[src/shared/pdi_consts.svh]
`ifndef PDI_CONSTS_SVH
`define PDI_CONSTS_SVH
// Register indices; byte address is four times the index
`define PDI_IDX_DT_PSC_CNT 8'hE5
`define PDI_IDX_DT_EDGE_EN 8'hE6
`define PDI_IDX_OUT_BRAKE  8'hE7
`define PDI_IDX_BRAKE_LVL  8'hDF
`define PDI_IDX_IRQ_STAT   8'hF0
`define PDI_IDX_IRQ_MASK   8'hF1
// Field positions
`define PDI_PSC_MSB        7
`define PDI_PSC_LSB        6
`define PDI_CNT_MSB        5
`define PDI_EDGE_LSB       4
`define PDI_EN_LSB         0
`define PDI_OM_EVEN        7
`define PDI_OM_ODD         6
`define PDI_OM_SIX         5
`define PDI_OM_SEVEN       4
`define PDI_BKF            0
`define PDI_IRQ_BRAKE      0
`define PDI_IRQ_DT_LSB     1
`define PDI_IRQ_W          5
`define PDI_NUM_PAIRS      4
// Reset values
`define PDI_RST_DT_PSC_CNT 8'h00
`define PDI_RST_DT_EDGE_EN 8'h00
`define PDI_RST_OUT_MODE   4'h0
`define PDI_RST_BRAKE_LVL  8'h00
`define PDI_RST_IRQ        5'h00
`endif

[src/shared/pdi_pkg.sv]
package pdi_pkg;
  // Dead-time timing taken from the prescale and count register
  typedef struct packed {
    logic [1:0] psc;
    logic [5:0] cnt;
  } pdi_dt_cfg_t;
  // Per-pair control
  typedef struct packed {
    logic comp;
    logic edge_fall;
    logic ins_en;
  } pdi_pair_t;
  // Register bus request
  typedef struct packed {
    logic        psel;
    logic        penable;
    logic        pwrite;
    logic [9:0]  paddr;
    logic [31:0] pwdata;
  } pdi_apb_req_t;
  // Dead-time unit states
  typedef enum logic [1:0] {
    DT_IDLE = 2'b01,
    DT_HOLD = 2'b10
  } pdi_dt_state_t;
endpackage

[src/hdl/pdi_deadtime_top.sv]
// The implementer's own choice: the APB register port.
`timescale 1ns/100ps
`include "pdi_consts.svh"
// Functional notes
// RL1: Dead-time clock is oscillator over 2..16
// RL2: Low six bits give unsigned count
// RL3: Edge bit 1 falling, 0 rising
// RL4: Edge bits 4..7 map pairs 0..3
// RL5: Enabled pair delays low-to-high changes
// RL6: Enable bits 0..3 map pairs 0..3
// RL7: Insertion only in complementary mode
// RL8: Inactive insertion gives exact complements
// RL9: Edge and enable nibbles reset zero
// RL10: Held output low until count expires
// RL11: Output-mode bits gate channels to pins
// RL12: Brake pin sets flag, software clears
// RL13: Output-mode bits clear on reset
// RL14: Brake forces outputs to level bits
module pdi_deadtime_top import pdi_pkg::*; (
  // Clock and reset
  input  wire logic        REF_CLK,
  input  wire logic        RST_N,
  // APB slave
  input  wire logic        PSEL,
  input  wire logic        PENABLE,
  input  wire logic        PWRITE,
  input  wire logic [9:0]  PADDR,
  input  wire logic [31:0] PWDATA,
  output logic      [31:0] PRDATA,
  output logic             PREADY,
  output logic             PSLVERR,
  // Channel levels and modes from the PWM core
  input  wire logic [7:0]  PWM_IN,
  input  wire logic [3:0]  COMP_MODE,
  // External brake pin
  input  wire logic        BRAKE_PIN,
  // PWM pins
  output logic      [7:0]  PWM_O,
  output logic      [7:0]  PWM_OE,
  // Interrupt
  output logic             IRQ
);
  localparam int NP = `PDI_NUM_PAIRS;

  // Software-visible state
  logic [7:0]            dt_psc_cnt;
  logic [7:0]            dt_edge_en;
  logic [3:0]            out_mode;
  logic                  brake_pin_flag;
  logic [7:0]            brake_lvl;
  logic [`PDI_IRQ_W-1:0] irq_status;
  logic [`PDI_IRQ_W-1:0] irq_mask;

  // Brake pin synchroniser
  logic                  brk_s1;
  logic                  brk_s2;
  logic                  brk_q;

  // Per-pair results
  pdi_pair_t             pair_ctl [NP];
  logic [NP-1:0]         lvl_even;
  logic [NP-1:0]         lvl_odd;
  logic [NP-1:0]         dt_done;
  logic [7:0]            chan_lvl;

  // Bus request bundle
  pdi_apb_req_t          req;
  assign req = '{psel:    PSEL,
                 penable: PENABLE,
                 pwrite:  PWRITE,
                 paddr:   PADDR,
                 pwdata:  PWDATA};

  // Address decode; low address bits ignored, word aligned
  wire [7:0] idx      = req.paddr[9:2];
  wire       hit_psc  = (idx == `PDI_IDX_DT_PSC_CNT);
  wire       hit_edge = (idx == `PDI_IDX_DT_EDGE_EN);
  wire       hit_out  = (idx == `PDI_IDX_OUT_BRAKE);
  wire       hit_lvl  = (idx == `PDI_IDX_BRAKE_LVL);
  wire       hit_stat = (idx == `PDI_IDX_IRQ_STAT);
  wire       hit_mask = (idx == `PDI_IDX_IRQ_MASK);
  wire       mapped   = hit_psc | hit_edge | hit_out |
                        hit_lvl | hit_stat | hit_mask;

  // Transfer phases; a write lands only at the completing edge
  wire       setup    = req.psel & ~req.penable;
  wire       commit   = req.psel & req.penable & PREADY;
  wire       wr       = commit & req.pwrite & mapped;
  wire       wr_psc   = wr & hit_psc;
  wire       wr_edge  = wr & hit_edge;
  wire       wr_out   = wr & hit_out;
  wire       wr_lvl   = wr & hit_lvl;
  wire       wr_mask  = wr & hit_mask;
  wire       rd_clr   = commit & ~req.pwrite & hit_stat;

  // Output and brake register as software sees it
  wire [7:0] out_view = {out_mode, 3'b000, brake_pin_flag};

  // Read selection
  wire [7:0] rd_mux =
      ({8{hit_psc}}  & dt_psc_cnt)
    | ({8{hit_edge}} & dt_edge_en)
    | ({8{hit_out}}  & out_view)
    | ({8{hit_lvl}}  & brake_lvl)
    | ({8{hit_stat}} & {3'b000, irq_status})
    | ({8{hit_mask}} & {3'b000, irq_mask});

  // Writing 0 to bit 0 of the output register clears the brake flag
  wire bkf_clr = wr_out & ~req.pwdata[`PDI_BKF]; // RL12

  // Events feeding the sticky status bits
  wire       brake_rise = brk_s2 & ~brk_q;
  wire [`PDI_IRQ_W-1:0] events = {dt_done, brake_rise};

  // Only bits actually returned are cleared, so a later event survives
  wire [`PDI_IRQ_W-1:0] stat_clr =
      rd_clr ? PRDATA[`PDI_IRQ_W-1:0] : '0;

  // Dead-time timing shared by all pairs
  wire pdi_dt_cfg_t dt_cfg = '{
      psc: dt_psc_cnt[`PDI_PSC_MSB:`PDI_PSC_LSB], // RL1
      cnt: dt_psc_cnt[`PDI_CNT_MSB:0]};            // RL2

  // Channel to output-mode bit map
  wire om_even  = out_mode[3];
  wire om_odd   = out_mode[2];
  wire om_six   = out_mode[1];
  wire om_seven = out_mode[0];
  wire [7:0] om_ch = {om_seven, om_six,  // RL11
                      om_odd, om_even,
                      om_odd, om_even,
                      om_odd, om_even};

  // APB answer: ready one cycle after setup, no further wait states
  always_ff @(posedge REF_CLK or negedge RST_N) begin
    if (!RST_N) begin
      PREADY  <= 1'b0;
      PSLVERR <= 1'b0;
      PRDATA  <= 32'h0000_0000;
    end else begin
      PREADY  <= setup;
      PSLVERR <= setup & ~mapped;
      PRDATA  <= setup ? {24'h00_0000, rd_mux} : 32'h0000_0000;
    end
  end

  // Dead-time prescale and count register
  always_ff @(posedge REF_CLK or negedge RST_N) begin
    if (!RST_N) begin
      dt_psc_cnt <= `PDI_RST_DT_PSC_CNT;
    end else if (wr_psc) begin
      dt_psc_cnt <= req.pwdata[7:0];
    end
  end

  // Edge-select and enable nibbles, both zero after reset
  always_ff @(posedge REF_CLK or negedge RST_N) begin
    if (!RST_N) begin
      dt_edge_en <= `PDI_RST_DT_EDGE_EN; // RL9
    end else if (wr_edge) begin
      dt_edge_en <= req.pwdata[7:0];
    end
  end

  // Output-mode bits; cleared so shared pins float after reset
  always_ff @(posedge REF_CLK or negedge RST_N) begin
    if (!RST_N) begin
      out_mode <= `PDI_RST_OUT_MODE; // RL13
    end else if (wr_out) begin
      out_mode <= req.pwdata[`PDI_OM_EVEN:`PDI_OM_SEVEN];
    end
  end

  // Brake flag: hardware sets, software writes 0 to clear, set wins
  always_ff @(posedge REF_CLK or negedge RST_N) begin
    if (!RST_N) begin
      brake_pin_flag <= 1'b0;
    end else begin
      brake_pin_flag <= brk_s2 | (brake_pin_flag & ~bkf_clr); // RL12
    end
  end

  // Brake level bits
  always_ff @(posedge REF_CLK or negedge RST_N) begin
    if (!RST_N) begin
      brake_lvl <= `PDI_RST_BRAKE_LVL;
    end else if (wr_lvl) begin
      brake_lvl <= req.pwdata[7:0];
    end
  end

  // Interrupt mask
  always_ff @(posedge REF_CLK or negedge RST_N) begin
    if (!RST_N) begin
      irq_mask <= `PDI_RST_IRQ;
    end else if (wr_mask) begin
      irq_mask <= req.pwdata[`PDI_IRQ_W-1:0];
    end
  end

  // Sticky status, cleared by read; a same-cycle event wins
  always_ff @(posedge REF_CLK or negedge RST_N) begin
    if (!RST_N) begin
      irq_status <= `PDI_RST_IRQ;
    end else begin
      irq_status <= (irq_status & ~stat_clr) | events;
    end
  end

  // Brake pin crosses in from outside through two flops
  always_ff @(posedge REF_CLK or negedge RST_N) begin
    if (!RST_N) begin
      brk_s1 <= 1'b0;
      brk_s2 <= 1'b0;
      brk_q  <= 1'b0;
    end else begin
      brk_s1 <= BRAKE_PIN;
      brk_s2 <= brk_s1;
      brk_q  <= brk_s2;
    end
  end

  // One dead-time unit per complementary pair
  genvar gp;
  generate
    for (gp = 0; gp < NP; gp++) begin : g_pair
      // Edge bits from bit 4 upward, enable bits from bit 0
      assign pair_ctl[gp] = '{
          comp:      COMP_MODE[gp],                  // RL7
          edge_fall: dt_edge_en[`PDI_EDGE_LSB + gp], // RL4
          ins_en:    dt_edge_en[`PDI_EN_LSB + gp]};  // RL6

      pdi_pair_unit u_pair (
        .clk      (REF_CLK),
        .rst_n    (RST_N),
        .cfg      (dt_cfg),
        .ctl      (pair_ctl[gp]),
        .sig      (PWM_IN[2*gp]),
        .even_lvl (lvl_even[gp]),
        .odd_lvl  (lvl_odd[gp]),
        .done     (dt_done[gp])
      );

      // Independent channels pass straight through
      assign chan_lvl[2*gp]   = COMP_MODE[gp] ? lvl_even[gp]
                                              : PWM_IN[2*gp];
      assign chan_lvl[2*gp+1] = COMP_MODE[gp] ? lvl_odd[gp]
                                              : PWM_IN[2*gp+1];
    end
  endgenerate

  // Pin stage; brake overrides whatever the channels want
  always_ff @(posedge REF_CLK or negedge RST_N) begin
    if (!RST_N) begin
      PWM_O  <= 8'h00;
      PWM_OE <= 8'h00;
      IRQ    <= 1'b0;
    end else begin
      PWM_O  <= brk_s2 ? brake_lvl : chan_lvl; // RL14
      PWM_OE <= om_ch; // RL11
      IRQ    <= |(irq_status & irq_mask);
    end
  end
endmodule // pdi_deadtime_top

[src/hdl/pdi_pair_unit.sv]
`timescale 1ns/100ps
module pdi_pair_unit import pdi_pkg::*; (
  // Clock and reset
  input  wire logic        clk,
  input  wire logic        rst_n,
  // Timing and control
  input  wire pdi_dt_cfg_t cfg,
  input  wire pdi_pair_t   ctl,
  input  wire logic        sig,
  // Pair levels and expiry pulse
  output logic             even_lvl,
  output logic             odd_lvl,
  output logic             done
);
  pdi_dt_state_t state;
  pdi_dt_state_t next_state;
  logic          sig_q;
  logic [3:0]    pcnt;
  logic [3:0]    next_pcnt;
  logic [5:0]    dcnt;
  logic [5:0]    next_dcnt;
  logic [10:0]   hold_len;

  // Edge detect and prescaled tick
  wire       active   = ctl.ins_en & ctl.comp; // RL7
  wire       rise     = sig & ~sig_q;
  wire       fall     = ~sig & sig_q;
  wire       trig     = active & (ctl.edge_fall ? fall : rise); // RL3
  wire [3:0] div_last = 4'((5'd2 << cfg.psc) - 5'd1); // RL1
  wire       p_wrap   = (pcnt == div_last);
  wire       holding  = (state == DT_HOLD);
  wire       expire   = holding & p_wrap & (dcnt == 6'h00) & ~trig;
  wire       hold     = active & (holding | trig); // RL10

  // Held side is always the one about to rise, so no capture needed
  assign even_lvl = sig & ~hold; // RL5 RL8
  assign odd_lvl  = ~sig & ~hold; // RL5 RL8

  // Next state; a selected edge restarts a running hold, any other edge or loss of enable aborts it
  always_comb begin
    next_state = state;
    next_pcnt  = pcnt;
    next_dcnt  = dcnt;
    case (state)
      DT_IDLE: begin
        if (trig) begin
          next_state = DT_HOLD;
          next_pcnt  = 4'h1;
          next_dcnt  = cfg.cnt; // RL2
        end
      end
      DT_HOLD: begin
        if (trig) begin
          next_pcnt = 4'h1;
          next_dcnt = cfg.cnt;
        end else if (!active || rise || fall || expire) begin
          next_state = DT_IDLE; // RL10
        end else if (p_wrap) begin
          next_pcnt = 4'h0;
          next_dcnt = dcnt - 6'h01;
        end else begin
          next_pcnt = pcnt + 4'h1;
        end
      end
      default: next_state = DT_IDLE;
    endcase
  end

  // State registers
  always_ff @(posedge clk or negedge rst_n) begin
    if (!rst_n) begin
      state <= DT_IDLE;
      sig_q <= 1'b0;
      pcnt  <= 4'h0;
      dcnt  <= 6'h00;
      done  <= 1'b0;
    end else begin
      state <= next_state;
      sig_q <= sig;
      pcnt  <= next_pcnt;
      dcnt  <= next_dcnt;
      done  <= expire;
    end
  end

  // Length of the current hold, checked against the programmed figure
  always_ff @(posedge clk or negedge rst_n) begin
    if (!rst_n) begin
      hold_len <= 11'h000;
    end else begin
      if (trig) begin
        hold_len <= 11'h001; // A retrigger starts a fresh hold
      end else begin
        hold_len <= hold ? hold_len + 11'h001 : 11'h000;
      end
    end
  end
endmodule // pdi_pair_unit

[config.mk]
export PLATFORM = sky130hd
export DESIGN_NAME = pdi_deadtime_top
export DESIGN_NICKNAME = d
export VERILOG_FILES = /design/src/shared/pdi_pkg.sv /design/src/hdl/pdi_deadtime_top.sv /design/src/hdl/pdi_pair_unit.sv
export VERILOG_INCLUDE_DIRS = /design/src /design/src/shared
export SDC_FILE = /design/constraint.sdc
export NUM_CORES = 1
export LEC_CHECK = 0
export BUFFER_PORTS_ARGS = -buffer_cell sky130_fd_sc_hd__buf_4
export CORE_ASPECT_RATIO = 0.7
export CORE_MARGIN = 3
export CORE_UTILIZATION = 35
export DETAILED_ROUTE_END_ITERATION = 10
export MAX_ROUTING_LAYER = met4
export SLEW_MARGIN = 20
export SYNTH_ARGS = -nofsm -noshare
export SYNTH_HDL_FRONTEND = slang
export SYNTH_HIERARCHICAL = 1
export SYNTH_SLANG_ARGS = --single-unit
[constraint.sdc]
create_clock -name REF_CLK -period 4 [get_ports REF_CLK]
set_input_delay 0.2 -clock REF_CLK [delete_from_list [all_inputs] [get_ports REF_CLK]]
set_output_delay 0.2 -clock REF_CLK [all_outputs]
set_load 0.01 [all_outputs]
==> results.py <==
metrics = {
    "sta": {
        "rsz0062_at_grt": "false",
        "hold_viol": 0,
        "min_period_ps": 2220,
        "finalMaxSlewViolations": 0,
        "slew_headroom": 0.486,
        "worstMarginPinSlew_ps": 771,
        "whs_ps": 56.1,
        "setup_violations": 0,
        "finalSetupTns_ps": 0,
        "min_period_over_period": 0.556,
        "max_freq_mhz": 450,
        "finClkSkew_ps": 10.4,
    },
    "finish": {
        "stdcell_count": 1080,
        "area_growth_pct": 17.5,
        "layout_common_cells": "dfrtp_1 (117), buf_4 (62), nand2_1 (59)",
        "finalNetCount": 868,
        "fin_util": 0.424,
        "multi_input_comb_area_mm2": 0.00392,
        "fillCellCount": 1913,
        "final_layout_size_suffix_gt1_frac": 0.210,
        "seqCellArea_mm2": 0.00303,
        "final_common_cell": "dfrtp_1",
    },
    "detailed_routing": {
        "vias_per_cell": 5.67,
        "wl_per_cell_um": 18.4,
        "wl_mm": 19.8,
        "antenna_left": 0,
        "dr.first_iter.drc_count": 603,
        "vias": 6125,
        "firstDrtPassIters": 5,
        "drc_errors": 0,
    },
    "setup_path": {
        "cp.depth": 5,
        "crit_path_start": "dt_cfg[6]",
        "critPathRequiredTime_ps": 4330,
        "startpoint_type": "register",
        "critical_path_buf_inv_count": 0,
        "r2r_end": "g_pair[3].u_pair/pcnt[3]",
        "cp_cell_sequence": "nor2_1 > o211a_4 > or2_0 > or4b_1 > o211ai_2",
        "cp.arrival_ps": 2550,
        "worst-path-max-fanout": 14,
        "cp_slowest_cell": "dfrtp_1",
        "ff2ff_path_depth": 5,
        "r2r-start": "dt_cfg[6]",
        "crit_type": "register to register",
        "regToRegSetupSlack_ps": 1780,
        "cp_top_family": "simple AND/OR/NAND/NOR gates",
        "max_stage_delay_ps": 680,
        "crit_end": "g_pair[3].u_pair/pcnt[3]",
        "setup.worst_path.end_class": "register",
    },
    "yosys": {
        "synth_top_family_by_area": "simple AND/OR/NAND/NOR gates",
        "synth_compound_area_frac": 0.192,
        "synth_adder_area_share": 0.0207,
        "syn_inst": 734,
        "ys_seq_elements": 121,
        "synth_edf_count": 0,
        "synthXorXnorAreaFrac": 0.0121,
        "avgSynthCellArea_um2": 9.87,
        "synthSimpleGateAreaFrac": 0.236,
        "synth-async-reset-ratio": 1.00,
        "synth_cell_types": 81,
        "muxShareOfSynthArea": 0.0680,
        "synth-main-ff-cell": "dfrtp_1",
        "synth_area_mm2": 0.00725,
        "yosysSeqAreaShare": 0.419,
        "yosys_warnings": 6,
    },
    "clocking": {
        "clockRootBuffer": "clkbuf_16",
        "cts_resized": 0,
        "clockBufferDepth": 2,
        "cts_tree": "built",
        "cts_made_buffers": 17,
        "clk_latency_ps": 420,
        "clk_pin_slew_ps": 60,
        "cts-htree-levels": 4,
        "clock_sinks": 121,
    },
    "floorplanning": {
        "initial_core_util": 0.361,
        "row_count": 43,
        "num_io_pins": 111,
        "chipWidth_um": 178,
        "dieHeight_um": 126,
        "dieArea_mm2": 0.0225,
        "coreArea_mm2": 0.0201,
    },
    "status": {
        "outcome": "finished, final reports clean",
    },
    "placement": {
        "portBuffers": 60,
        "place_inst": 1041,
        "dpl.hpwl_mm": 14.2,
        "gp_congestion": 0.875,
    },
    "grt": {
        "gr-total-overflow": 0,
        "grt_pass1_wl_mm": 31.4,
        "antenna_found_initial": 1,
        "grt_max_degree": 54,
        "grt_pass1_vias": 5573,
        "grt_usage": 0.182,
    },
    "pwr": {
        "power_density_mw_per_mm2": 358,
        "p_leak_nw": 3.74,
        "peakVddDrop_v": 0.000288,
        "p_total_mw": 3.05,
    },
    "worst_hold_path": {
        "hold_path_class": "primary input to register",
        "whs_path_depth": 2,
    },
    "run": {
        "cap_violations": 0,
    },
}
## worst min-delay path by stage
| stage | startpoint | slack [ps] | endpoint |
|---|---|---|---|
| floorplan | RST_N | -100 | IRQ |
| global placement | RST_N | 280 | irq_status[0] |
| detailed placement | RST_N | 290 | brk_s1 |
| CTS | PWDATA[7] | 40 | out_mode[3] |
| global route | PWDATA[7] | 50 | brake_lvl[7] |
| finish | PWDATA[7] | 60 | out_mode[3] |
## worst reg2reg max path, delay by kind of cell (launching register included)
family / cells / cell delay, ps
flops: 1 / 680
simple gates: 3 / 1090
compound gates: 2 / 370
## routing by layer
layer | global-route usage | routed length (µm) | vias to the layer above
li1 | - | - | 2855
met1 | 0.282 | 10200 | 3004
met2 | 0.235 | 8060 | 244
met3 | 0.0374 | 1340 | 22
met4 | 0.0503 | 296 | 0
met5 | - | 0 | -
## repair_timing
action	CTS	global route
setup buffers	0	0
hold buffers	6	0
hold endpoints to repair	54	0
## layout make-up
type,instances,share of cell area
diodes,1,0.000294
clock buffers,19,0.0520
clock inverters,13,0.0201
inverters,21,0.00926
multi-input cells,567,0.461
flip-flops and latches,121,0.356
well taps,270,0.0397
repair buffers,68,0.0617
## stage by stage
step	setup slack (ps)	instance area [µm²]
after floorplan	2100	7330
after global placement	1860	7840
after detailed placement	1810	7840
after CTS	1810	8510
after global routing	1670	8510
final	1780	8510
## flip-flops by register name (all words and copies together), names as in the netlist, 8 cells and up
signal               flops
PRDATA                   8
g_pair.u_pair/pcnt      16
dt_edge_en               8
g_pair.u_pair/dcnt      24
brake_lvl                8
dt_cfg                   8
g_pair.u_pair/state      8
PWM_O                    8
## Yosys cell counts, drive strengths merged, types with 5 or more instances
master	instances	area, µm²
a211oi	11	97.6
o211ai	21	163
nor2b	6	37.5
nor3	34	203
and3	5	31.3
or3	9	71.3
nor2	51	191
a22oi	9	67.6
and3b	10	87.6
xnor2	7	61.3
ha	12	150
nand3	25	130
buf	37	258
a31oi	13	81.3
a21oi	16	80.1
nand4b	5	43.8
nand4	18	119
mux2i	11	110
a21o	5	38.8
o31a	5	43.8
inv	20	75.1
o21ai	43	215
o22a	6	52.6
o21bai	7	63.8
o21a	5	60.1
dfrtp	117	2930
nand2	59	221
nand2b	12	75.1
and4	5	46.3
nor3b	11	97.6
mux2	34	383
nand3b	6	45.0
nor4	10	108
clkbuf	11	42.5
and2	12	77.6
a2bb2oi	7	61.3
## power breakdown
group          leakage, nW  internal [mW]  switching (mW)
Combinational         1.85         0.0706           0.115
Sequential            1.60           1.24          0.0190
Clock                0.294           1.00           0.599
Total                 3.74           2.32           0.732
## cell families (layout without fill, tap and decap cells)
family / count (synthesis) / in the layout
and+or+nand+nor: 288 / 288
AOI/OAI and AO/OA: 188 / 188
DFF: 121 / 121
buffers and inverters: 69 / 121
muxes: 45 / 45
adders and majority gates: 12 / 12
xor gates and xnor gates: 10 / 10
other: 1 / 25
(Power assumes the default switching activity.)
